==> src/ctd_pkg.sv <==
/*
 ctd_pkg: constants for the carrier timer demodulator.
 assumes: single 100 MHz clock domain, no register bus.
*/
package ctd_pkg;
   localparam int unsigned CTD_W = 8;
   localparam logic [7:0] CTD_ALL_ONES = 8'hFF;
   localparam logic [7:0] CTD_ZERO     = 8'h00;
   localparam logic [7:0] CTD_ONE      = 8'h01;
   // glitch filter field
   localparam logic [1:0] CTD_FLT_NONE = 2'h0;
   localparam logic [1:0] CTD_FLT_4    = 2'h1;
   localparam logic [1:0] CTD_FLT_8    = 2'h2;
   localparam int unsigned CTD_FLT_4_CYC = 4;
   localparam int unsigned CTD_FLT_8_CYC = 8;
   // edges are ignored this long after reset while sync and filter settle
   localparam int unsigned CTD_SETTLE_CYC = 12;
   // edge select field
   localparam logic [1:0] CTD_EDGE_FALL = 2'h0;
   localparam logic [1:0] CTD_EDGE_RISE = 2'h1;
   localparam logic [1:0] CTD_EDGE_BOTH = 2'h2;
   // combining function field
   localparam logic [1:0] CTD_LOG_AND  = 2'h0;
   localparam logic [1:0] CTD_LOG_OR   = 2'h1;
   localparam logic [1:0] CTD_LOG_NOR  = 2'h2;
   localparam logic [1:0] CTD_LOG_NAND = 2'h3;
   typedef enum logic [3:0] {
      CTD_IDLE  = 4'h1,
      CTD_FIRST = 4'h2,
      CTD_RUN   = 4'h4,
      CTD_DONE  = 4'h8
   } ctd_state_t;
endpackage : ctd_pkg

==> src/ctd_glitch_filter.sv <==
/*
 ctd_glitch_filter: synchronises the demodulator pin and rejects short pulses.
 assumes: pin is asynchronous; mode field is static while in use.
*/
`timescale 1ns/1ps
`default_nettype none
module ctd_glitch_filter
   import ctd_pkg::*;
(
   input  wire logic       clk,
   input  wire logic       rst,
   input  wire logic       pin,
   input  wire logic [1:0] mode,
   output logic            filtered
);
   logic       sync1;
   logic       sync2;
   logic [3:0] run_cnt;
   logic [3:0] next_run_cnt;
   logic       next_filtered;
   logic [3:0] need;

   always_comb begin
      need = 4'(CTD_FLT_8_CYC);
      if (mode == CTD_FLT_4) begin
         need = 4'(CTD_FLT_4_CYC);
      end
      next_run_cnt = run_cnt;
      next_filtered = filtered;
      if (mode == CTD_FLT_NONE) begin
         next_filtered = sync2;
         next_run_cnt = 4'h0;
      end else if (sync2 == filtered) begin
         next_run_cnt = 4'h0;
      end else if (run_cnt + 4'h1 >= need) begin
         next_filtered = sync2;
         next_run_cnt = 4'h0;
      end else begin
         next_run_cnt = run_cnt + 4'h1;
      end
   end

   always_ff @(posedge clk or posedge rst) begin
      if (rst) begin
         sync1    <= 1'b0;
         sync2    <= 1'b0;
         run_cnt  <= 4'h0;
         filtered <= 1'b0;
      end else begin
         sync1    <= pin;
         sync2    <= sync1;
         run_cnt  <= next_run_cnt;
         filtered <= next_filtered;
      end
   end
endmodule : ctd_glitch_filter
`default_nettype wire

==> src/ctd_edge_detect.sv <==
/*
 ctd_edge_detect: one-cycle pulses on rising and falling edges of a clean level.
 assumes: input already synchronous to clk.
*/
`timescale 1ns/1ps
`default_nettype none
module ctd_edge_detect
   import ctd_pkg::*;
(
   input  wire logic clk,
   input  wire logic rst,
   input  wire logic level,
   output logic      pos_edge,
   output logic      neg_edge
);
   logic prev;
   logic next_prev;

   always_comb begin
      next_prev = level;
      pos_edge  = level & ~prev;
      neg_edge  = ~level & prev;
   end

   always_ff @(posedge clk or posedge rst) begin
      if (rst) begin
         prev <= 1'b0;
      end else begin
         prev <= next_prev;
      end
   end
endmodule : ctd_edge_detect
`default_nettype wire

==> src/ctd_timer.sv <==
/*
 ctd_timer: 8-bit carrier timer / demodulator with ping-pong and output routing.
 assumes: control bits are plain ports; the 16-bit timer lives outside and
 reports its output and terminal count; count_tick is a synchronous strobe.
*/
`timescale 1ns/1ps
`default_nettype none
module ctd_timer
   import ctd_pkg::*;
#(
   parameter int unsigned WIDTH = CTD_W
) (
   input  wire logic             clk,
   input  wire logic             rst,
   input  wire logic             count_tick,
   input  wire logic             demod_input_pin_a,
   input  wire logic             demod_input_pin_b,
   input  wire logic             port_latch_first,
   input  wire logic             port_latch_second,
   input  wire logic             port_latch_combined,
   input  wire logic             enable_set,
   input  wire logic             enable_stop,
   input  wire logic             demod_mode,
   input  wire logic             single_pass,
   input  wire logic             timeout_irq_en,
   input  wire logic             capture_irq_en,
   input  wire logic             route_first,
   input  wire logic             route_second,
   input  wire logic             route_combined,
   input  wire logic             demod_pin_sel,
   input  wire logic [1:0]       logic_func,
   input  wire logic [1:0]       edge_sel,
   input  wire logic [1:0]       filter_sel,
   input  wire logic             initial_value,
   input  wire logic             ping_pong,
   input  wire logic             timer16_output,
   input  wire logic             timer16_terminal,
   input  wire logic [WIDTH-1:0] low_reload_register,
   input  wire logic [WIDTH-1:0] high_reload_register,
   input  wire logic             timeout_clear,
   input  wire logic             rise_clear,
   input  wire logic             fall_clear,
   output logic                  eight_bit_timer_enabled,
   output logic                  timer16_start,
   output logic [WIDTH-1:0]      count,
   output logic [WIDTH-1:0]      high_capture_register,
   output logic [WIDTH-1:0]      low_capture_register,
   output logic                  timeout_status,
   output logic                  rise_status,
   output logic                  fall_status,
   output logic                  timeout_irq,
   output logic                  capture_irq,
   output logic                  timer8_output,
   output logic                  first_timer_output_pin,
   output logic                  second_timer_output_pin,
   output logic                  combined_output_pin
);
   logic             demod_pin;
   logic             clean;
   logic             pos_edge;
   logic             neg_edge;
   logic             sel_pos;
   logic             sel_neg;
   ctd_state_t       state;
   ctd_state_t       next_state;
   logic [WIDTH-1:0] next_count;
   logic [WIDTH-1:0] next_hi_cap;
   logic [WIDTH-1:0] next_lo_cap;
   logic             next_out;
   logic             next_to;
   logic             next_rise;
   logic             next_fall;
   logic             next_to_irq;
   logic             next_cap_irq;
   logic             next_t16_start;
   logic             combo;
   logic             next_first_pin;
   logic             next_second_pin;
   logic             next_combined_pin;
   logic             at_zero;
   logic [WIDTH-1:0] ones;
   logic [WIDTH-1:0] one;
   logic             next_enabled;
   logic             settled;
   logic [3:0]       settle;
   logic [3:0]       next_settle;

   assign demod_pin = demod_pin_sel ? demod_input_pin_b : demod_input_pin_a;
   assign ones = WIDTH'(CTD_ALL_ONES);
   assign one  = WIDTH'(CTD_ONE);
   assign at_zero = (count == WIDTH'(CTD_ZERO));

   ctd_glitch_filter u_filter (
      .clk      (clk),
      .rst      (rst),
      .pin      (demod_pin),
      .mode     (filter_sel),
      .filtered (clean)
   );

   ctd_edge_detect u_edge (
      .clk      (clk),
      .rst      (rst),
      .level    (clean),
      .pos_edge (pos_edge),
      .neg_edge (neg_edge)
   );

   always_comb begin
      sel_pos = settled & pos_edge & ((edge_sel == CTD_EDGE_RISE) | (edge_sel == CTD_EDGE_BOTH));
      sel_neg = settled & neg_edge & ((edge_sel == CTD_EDGE_FALL) | (edge_sel == CTD_EDGE_BOTH));
   end

   // sync chain leaves reset low, so a high idle pin would look like an edge
   always_comb begin
      settled     = (settle == 4'(CTD_SETTLE_CYC));
      next_settle = settled ? settle : settle + 4'h1;
   end

   always_comb begin
      next_state     = state;
      next_count     = count;
      next_hi_cap    = high_capture_register;
      next_lo_cap    = low_capture_register;
      next_out       = timer8_output;
      next_to_irq    = 1'b0;
      next_cap_irq   = 1'b0;
      next_t16_start = 1'b0;
      // flags: clear first so a same-cycle event wins
      next_to   = timeout_status & ~timeout_clear;
      next_rise = rise_status & ~rise_clear;
      next_fall = fall_status & ~fall_clear;
      case (state)
         CTD_IDLE: begin
            next_out = ~initial_value;
            if (enable_set || (ping_pong && timer16_terminal)) begin
               next_out = initial_value;
               next_count = initial_value ? high_reload_register : low_reload_register;
               next_state = (single_pass || demod_mode) ? CTD_RUN : CTD_FIRST;
               if (demod_mode) begin
                  next_count = ones;
               end
            end
         end
         CTD_FIRST, CTD_RUN: begin
            if (enable_stop) begin
               next_state = CTD_IDLE;
            end else if (demod_mode && (sel_pos || sel_neg)) begin
               if (sel_neg) begin
                  next_hi_cap = count;
                  next_fall = 1'b1;
               end else begin
                  next_lo_cap = count;
                  next_rise = 1'b1;
               end
               next_cap_irq = capture_irq_en;
               next_count = ones;
            end else if (count_tick) begin
               if (demod_mode) begin
                  // zero shows one tick, then resumes from FF
                  if (at_zero) begin
                     next_count = ones;
                  end else begin
                     next_count = count - one;
                  end
                  if (count == one) begin
                     next_to = 1'b1;
                     next_to_irq = timeout_irq_en;
                  end
               end else if (count == one) begin
                  next_out = ~timer8_output;
                  next_count = WIDTH'(CTD_ZERO);
                  if (single_pass || ping_pong) begin
                     next_to = 1'b1;
                     next_to_irq = timeout_irq_en & single_pass;
                     next_state = CTD_DONE;
                     if (ping_pong) begin
                        next_state = CTD_IDLE;
                        next_t16_start = 1'b1;
                     end
                  end else begin
                     // reload by the new output level
                     next_count = timer8_output ? low_reload_register : high_reload_register;
                     if (state == CTD_RUN) begin
                        next_to = 1'b1;
                        next_to_irq = timeout_irq_en;
                     end
                     next_state = CTD_RUN;
                  end
               end else begin
                  // count 0 wraps to FF, FE, ... (no stop)
                  next_count = count - one;
               end
            end
         end
         CTD_DONE: begin
            if (enable_stop) begin
               next_state = CTD_IDLE;
            end else if (enable_set) begin
               next_state = CTD_IDLE;
            end
         end
         default: begin
            next_state = CTD_IDLE;
         end
      endcase
      next_enabled = (next_state != CTD_IDLE);
   end

   always_comb begin
      case (logic_func)
         // next level, so the combined pin moves with the first pin
         CTD_LOG_AND:  combo = next_out & timer16_output;
         CTD_LOG_OR:   combo = next_out | timer16_output;
         CTD_LOG_NOR:  combo = ~(next_out | timer16_output);
         default:      combo = ~(next_out & timer16_output);
      endcase
      next_first_pin    = route_first ? next_out : port_latch_first;
      next_second_pin   = route_second ? timer16_output : port_latch_second;
      next_combined_pin = route_combined ? combo : port_latch_combined;
   end

   always_ff @(posedge clk or posedge rst) begin
      if (rst) begin
         state                   <= CTD_IDLE;
         eight_bit_timer_enabled <= 1'b0;
         settle                  <= 4'h0;
         count                   <= WIDTH'(CTD_ZERO);
         high_capture_register   <= WIDTH'(CTD_ZERO);
         low_capture_register    <= WIDTH'(CTD_ZERO);
         timer8_output           <= 1'b1;
         timeout_status          <= 1'b0;
         rise_status             <= 1'b0;
         fall_status             <= 1'b0;
         timeout_irq             <= 1'b0;
         capture_irq             <= 1'b0;
         timer16_start           <= 1'b0;
         first_timer_output_pin  <= 1'b0;
         second_timer_output_pin <= 1'b0;
         combined_output_pin     <= 1'b0;
      end else begin
         state                   <= next_state;
         eight_bit_timer_enabled <= next_enabled;
         settle                  <= next_settle;
         count                   <= next_count;
         high_capture_register   <= next_hi_cap;
         low_capture_register    <= next_lo_cap;
         timer8_output           <= next_out;
         timeout_status          <= next_to;
         rise_status             <= next_rise;
         fall_status             <= next_fall;
         timeout_irq             <= next_to_irq;
         capture_irq             <= next_cap_irq;
         timer16_start           <= next_t16_start;
         first_timer_output_pin  <= next_first_pin;
         second_timer_output_pin <= next_second_pin;
         combined_output_pin     <= next_combined_pin;
      end
   end
endmodule : ctd_timer
`default_nettype wire

==> config.mk <==
export PLATFORM = sky130hd
export DESIGN_NAME = ctd_timer
export DESIGN_NICKNAME = d
export VERILOG_FILES = /design/src/ctd_pkg.sv /design/src/ctd_glitch_filter.sv /design/src/ctd_edge_detect.sv /design/src/ctd_timer.sv
export SDC_FILE = /design/constraint.sdc
export NUM_CORES = 1
export LEC_CHECK = 0
export ABC_AREA = 1
export BUFFER_PORTS_ARGS = -buffer_cell sky130_fd_sc_hd__buf_4
export CORE_MARGIN = 3
export CORE_UTILIZATION = 25
export DETAILED_ROUTE_END_ITERATION = 7
export PLACE_DENSITY = 0.54
export SLEW_MARGIN = 5
export SYNTH_ARGS = -nofsm -noshare
export SYNTH_HDL_FRONTEND = slang
export SYNTH_SLANG_ARGS = --single-unit
==> constraint.sdc <==
create_clock -name clk -period 4.9 [get_ports clk]
set_input_delay 0 -clock clk [delete_from_list [all_inputs] [get_ports clk]]
set_output_delay 0 -clock clk [all_outputs]
set_load 0.05 [all_outputs]
== Word-level counts from Yosys, hierarchy flattened ==
Index checks and enable logic that the tools add are counted.

* Flip-flop bits (word level): 51
* Bits of input ports: 47
* Output and inout bits: 35
* Logic and storage cells: 164

* Add/sub/neg operators: 3
* $lt $le $gt $ge: 1
* Equal/unequal tests: 17
* Muxes and demuxes: 80
* Bitwise logic cells: 25
* Reductions and logical operators: 17

{| class="wikitable"
|+ Operator list
! kind !! count
|-
| 2-to-1 mux 8 bit || 11
|-
| 2-to-1 mux 4 bit || 14
|-
| 2-to-1 mux 1 bit || 50
|-
| case mux 8 bit (2 select lines) || 1
|-
| case mux 4 bit (3 select lines) || 1
|-
| AND reduction 4 bit || 3
|-
| bitwise AND 1 bit || 11
|-
| NOT 1 bit || 11
|-
| adder 4 x 1 -> 4 bit (second input constant) || 2
|-
| == test 4 bit (second input constant) || 2
|-
| == test 8 x 1 -> 1 bit (second input constant) || 1
|-
| zero test 8 bit || 1
|-
| subtractor 8 x 1 -> 8 bit (second input constant) || 1
|-
| == test 2 x 1 -> 1 bit (second input constant) || 3
|-
| zero test 2 bit || 3
|-
| == test 2 bit (second input constant) || 2
|-
| == test 4 x 1 -> 1 bit (second input constant) || 1
|-
| == test 4 x 2 -> 1 bit (second input constant) || 1
|-
| == test 4 x 3 -> 1 bit (second input constant) || 1
|-
| greater-or-equal comparator 4 bit || 1
|-
| logical OR 1 bit || 4
|-
| != test 2 bit (second input constant) || 2
|-
| != test 4 x 1 -> 1 bit (second input constant) || 1
|-
| nonzero test 2 bit || 2
|-
| 10 further kinds || 13
|}

== Depth between registers and ports, before layout ==
* Depth in word-level cells: 13
* Gate-level depth with buffers: 15

== Cells and area by module ==
A second synthesis with hierarchy kept.

* Cell total of the unflattened synthesis: 353
* Area total of the unflattened synthesis: 2931.6 um2

{| class="wikitable"
|+ Modules (own cells, without submodules)
! module !! instances !! cells each !! area an instance (um2) !! sequential area each (um2)
|-
| ctd_timer || 1 || 307 || 2543.7 || 1078.5
|-
| ctd_glitch_filter || 1 || 40 || 344.1 || 175.2
|-
| ctd_edge_detect || 1 || 6 || 43.8 || 25.0
|}

== Least setup slack after synthesis ==
OpenSTA, ideal clock, no wires.

* Path type: register to register
* From: register count[1]
* To: register combined_output_pin
* Library setup time: 0.117 ns
* Arrival time: 1.877 ns
* Required time: 4.783 ns
* Setup slack: 2.907 ns
* Cell stages (with the launch flop): 12
* Buffers on the path: 0
* Cell sequence: dfrtp_1 inv_1 ha_1 nand2_2 nor3_4 nand3_1 nand2_1 nand3_2 a21oi_1 nor2_1 nor2_1 nor2_1

* Word-level cells in the longest chain between the ends: 11

{| class="wikitable"
|+ Ends and longest elaborated chain
! element !! RTL line !! text
|-
| start, declared || ctd_timer.sv:45 || <nowiki>output logic [WIDTH-1:0] count,</nowiki>
|-
| start signal, assigned || ctd_timer.sv:228 || <nowiki>count <= WIDTH'(CTD_ZERO);</nowiki>
|-
| start signal, assigned || ctd_timer.sv:245 || <nowiki>count <= next_count;</nowiki>
|-
| == test 8 x 1 -> 1 bit (*) || ctd_timer.sv:170 || <nowiki>end else if (count == one) begin</nowiki>
|-
| 2-to-1 mux 1 bit (*) || ctd_timer.sv:170 ||
|-
| 2-to-1 mux 1 bit (*) || ctd_timer.sv:159 || <nowiki>if (demod_mode) begin</nowiki>
|-
| 2-to-1 mux 1 bit (*) || ctd_timer.sv:158 || <nowiki>end else if (count_tick) begin</nowiki>
|-
| 2-to-1 mux 1 bit (*) || ctd_timer.sv:148 || <nowiki>end else if (demod_mode && (sel_pos || sel_neg)) begin</nowiki>
|-
| 2-to-1 mux 1 bit (*) || ctd_timer.sv:146 || <nowiki>if (enable_stop) begin</nowiki>
|-
| case mux 1 bit (2 select lines) (*) || ctd_timer.sv:133 || <nowiki>case (state)</nowiki>
|-
| bitwise AND 1 bit or OR 1 bit (tied branches) || -- ||
|-
| NOT 1 bit (on tied branches) || ctd_timer.sv:216, ctd_timer.sv:215 ||
|-
| case mux 1 bit (3 select lines) (*) || ctd_timer.sv:211 || <nowiki>case (logic_func)</nowiki>
|-
| 2-to-1 mux 1 bit (*) || ctd_timer.sv:220 || <nowiki>next_combined_pin = route_combined ? combo : port_latch_combined;</nowiki>
|-
| net next_combined_pin || ctd_timer.sv:79 || <nowiki>logic next_combined_pin;</nowiki>
|-
| end signal, assigned || ctd_timer.sv:257 || <nowiki>combined_output_pin <= next_combined_pin;</nowiki>
|-
| end, declared || ctd_timer.sv:56 || <nowiki>output logic combined_output_pin</nowiki>
|}

The timed path passes the listed nets; every way through them passes the cells marked *.
A chain may end at the register's enable or synchronous reset.

== Final worst setup path ==
* From: register count[1]
* To: register first_timer_output_pin

* Word-level cells in the longest chain between the ends: 8

{| class="wikitable"
|+ Ends and longest elaborated chain
! element !! RTL line !! text
|-
| == test 8 x 1 -> 1 bit || ctd_timer.sv:170 ||
|-
| 2-to-1 mux 1 bit || ctd_timer.sv:170 ||
|-
| 2-to-1 mux 1 bit || ctd_timer.sv:159 ||
|-
| 2-to-1 mux 1 bit || ctd_timer.sv:158 ||
|-
| 2-to-1 mux 1 bit || ctd_timer.sv:148 ||
|-
| 2-to-1 mux 1 bit || ctd_timer.sv:146 ||
|-
| case mux 1 bit (2 select lines) || ctd_timer.sv:133 ||
|-
| 2-to-1 mux 1 bit || ctd_timer.sv:218 || <nowiki>next_first_pin = route_first ? next_out : port_latch_first;</nowiki>
|-
| net next_first_pin || ctd_timer.sv:77 || <nowiki>logic next_first_pin;</nowiki>
|-
| end signal, assigned || ctd_timer.sv:255 || <nowiki>first_timer_output_pin <= next_first_pin;</nowiki>
|-
| end, declared || ctd_timer.sv:54 || <nowiki>output logic first_timer_output_pin,</nowiki>
|}

The timed path passes the listed nets, and every way through them passes these cells.

==> metrics <==
crit path from count[1]; clock share of power 22.4%; vias in the first global route 2713; P_leak 1.935 nW; skew final 0.007186 ns; initial antenna violation count 0; failing checks hold timing; IO Port Bufs 81; Worst EP required a little over 5 ns; clock buffer depth 2; asr flop ratio synth 100.0%; Max-Cap Viols 0; P_int approximately 1.1 mW; TNS Setup 0 ns; Worst Path Arrival 2.59 ns; Area Growth Syn to Fin 37.21%; Peak Freq 424.2 MHz; Net Sw Frac 45.00%; CTS tree built; nets between 400 and 500; CTS resizes 0; number of DRC markers in iteration 0 127; period utilization ~48%; HPWL after detailed placement 6.164 mm; CP Max Fanout 9; top post-synthesis cells by count nand2_1, dfrtp_1, inv_1; Num CTS Buffers 5; Detailed Route WL 7.843 mm; min-delay worst type in -> async; Synth area leaders dfrtp_1, nand2_1, inv_1; Sequential Power Share 30.2%; synth warn 0; worst setup path category reg -> reg; Yosys reg bits 51; Die Width approximately 110 um; power density cells 520.7 mW/mm^2; Final ANT Viol Nets 0; Vias 2599; RSZ-0062 raised after global routing false; post-DR vias/cell between 4 and 5; final setup vio count 0; gpl congestion 0.8410; Synth top area share about 42%; I/O pin count 82; P_sw 0.9297 mW; CP startpoint kind register; clock-pin slew on the worst setup and hold paths 0.07 ns; Final min period 2.358 ns; RR Startpoint count[1]; combinational cell fraction of total power 47.4%; Sinks on Clock Net 51; syn avg cell area 8.455 um^2; EDFF count, synth 0; peak supply drop approximately 0.19 mV; Worst-Skew Late Latency 0.29 ns; GRT overflow 0; top cell type by total area after synthesis dfrtp_1; Tightest Pin Transition 1.077 ns; Synth Flop Type dfrtp_1; CTS root buf clkbuf_16; diode count 0; final slew viol count 0; Placeable Area ~0.011 mm^2; setup ws final around 2.5 ns; DRT Pass-1 Iters 4; share of layout cells above drive strength 1 approximately 29%; Tot GR Track Use 12.47%; Post-Syn Area a little under 0.003 mm^2; sequential cell area fraction in the yosys report 44.22%; H-Tree Depth 2; top-count cell post-synth nand2_1; Initial Util 26.10%; outcome finished with violations; largest net degree at the start of global routing 52; die area 0.01289 mm^2; cts hold-fix bufs 14; Hold WS -0.01588 ns; cells after synthesis 342; DP Worst Slack 2.834 ns; final hold violations 19; row cnt 38; number of setup buffers added after CTS 0; first-pass GRT wire length about 13 mm; critical path capture point type register; synthesized net count between 300 and 400; DR WL/cell 13.55 um; die height 113.5 um; Residual DRC 0; synth unique cells between 40 and 50; max_slew headroom 28.11%
==> cell families after synthesis <==
kind of cell	synth area share (%)
XOR/XNOR	3.332
AND/OR/NAND/NOR	23.19
AO/OA/AOI/OAI	16.14
adder cells (fa/ha/maj)	4.327
flip-flops	44.22
buffers and inverters	8.005
multiplexers	0.7788
==> placed cells by master, fill, tap and decap left out, drive strengths merged, types with 3 or more instances in the layout <==
master / instances
a21oi: 13
buf: 81
clkbuf: 5
dfrtp: 49
dlygate4sd3: 14
ha: 10
inv: 49
nand2: 68
nand3: 20
nand4: 5
nor2: 34
nor3: 6
o2111ai: 3
o211ai: 4
o21ai: 39
o22ai: 4
xnor2: 5
xor2: 6
==> metal layers <==
layer,vias to the layer above,GRT usage (%),routed length [um]
met5,-,0,0
met4,0,3.125,63
met3,4,3.183,431
met2,54,21.08,3747
met1,1202,15.93,3601
li1,1339,-,-
==> final cells by class <==
| type | instances | area (um^2) |
|---|---|---|
| Multi-Input combinational cell | 236 | 1381 |
| Timing Repair Buffer | 95 | 748.2 |
| Sequential cell | 51 | 1279 |
| Tap cell | 140 | 175.2 |
| Clock buffer | 5 | 125.1 |
| Inverter | 49 | 187.7 |
| Clock inverter | 3 | 71.32 |
| Fill cell | 1159 | 7111 |
==> final timing paths <==
| check | slack [ns] | endpoint | depth (start not counted) |
|---|---|---|---|
| max | 2.54 | first_timer_output_pin | 9 |
| min in group clk | 0.01 | timer16_start | 2 |
| max in group asynchronous | 4.25 | count[6] | 2 |
| min | -0.02 | u_filter.run_cnt[3] | 2 |
| min reg2reg | 0.36 | u_filter.sync2 | 0 |
| max reg2reg | 2.54 | first_timer_output_pin | 9 |
==> metrics by stage <==
step	utilization, %	instances	total power, mW	hold WS [ns]	area, um^2
6_report	35.81	579	2.066	-0.01588	3968
5_1_grt	35.81	579	2.200	0.0008007	3968
4_1_cts	35.81	579	2.092	0.003990	3968
3_5_place_dp	32.78	557	1.604	0.1867	3631
3_3_place_gp	32.78	557	1.598	0.1830	3631
2_1_floorplan	-	342	1.336	0.07236	2892
==> registers in the layout, indices dropped and copies added, names as in the netlist, 4 cells and up <==
| signal | cells |
|---|---|
| low_capture_register | 8 |
| count | 8 |
| u_filter.run_cnt | 4 |
| high_capture_register | 8 |
| settle | 4 |
| state | 4 |
==> power by group through the flow <==
stage / logic [mW] / registers, mW / clock network (mW)
after floorplan: 0.446 / 0.890 / 0
after global placement: 0.969 / 0.629 / 0
after detailed placement: 0.970 / 0.634 / 0
after CTS: 0.991 / 0.626 / 0.475
after global routing: 1.07 / 0.641 / 0.493
final: 0.979 / 0.624 / 0.463
==> worst max-delay path: stages, from the launching register on <==
cell and delay, ns:
dfrtp_1 0.44, inv_1 0.18, ha_1 0.20, nand2_2 0.08
nor3_4 0.36, nand3_1 0.13, nand2_1 0.09, nand3_2 0.13
a31oi_1 0.15, dlygate4sd3_1 0.55
No activity file was read; power rests on OpenSTA's default activity.
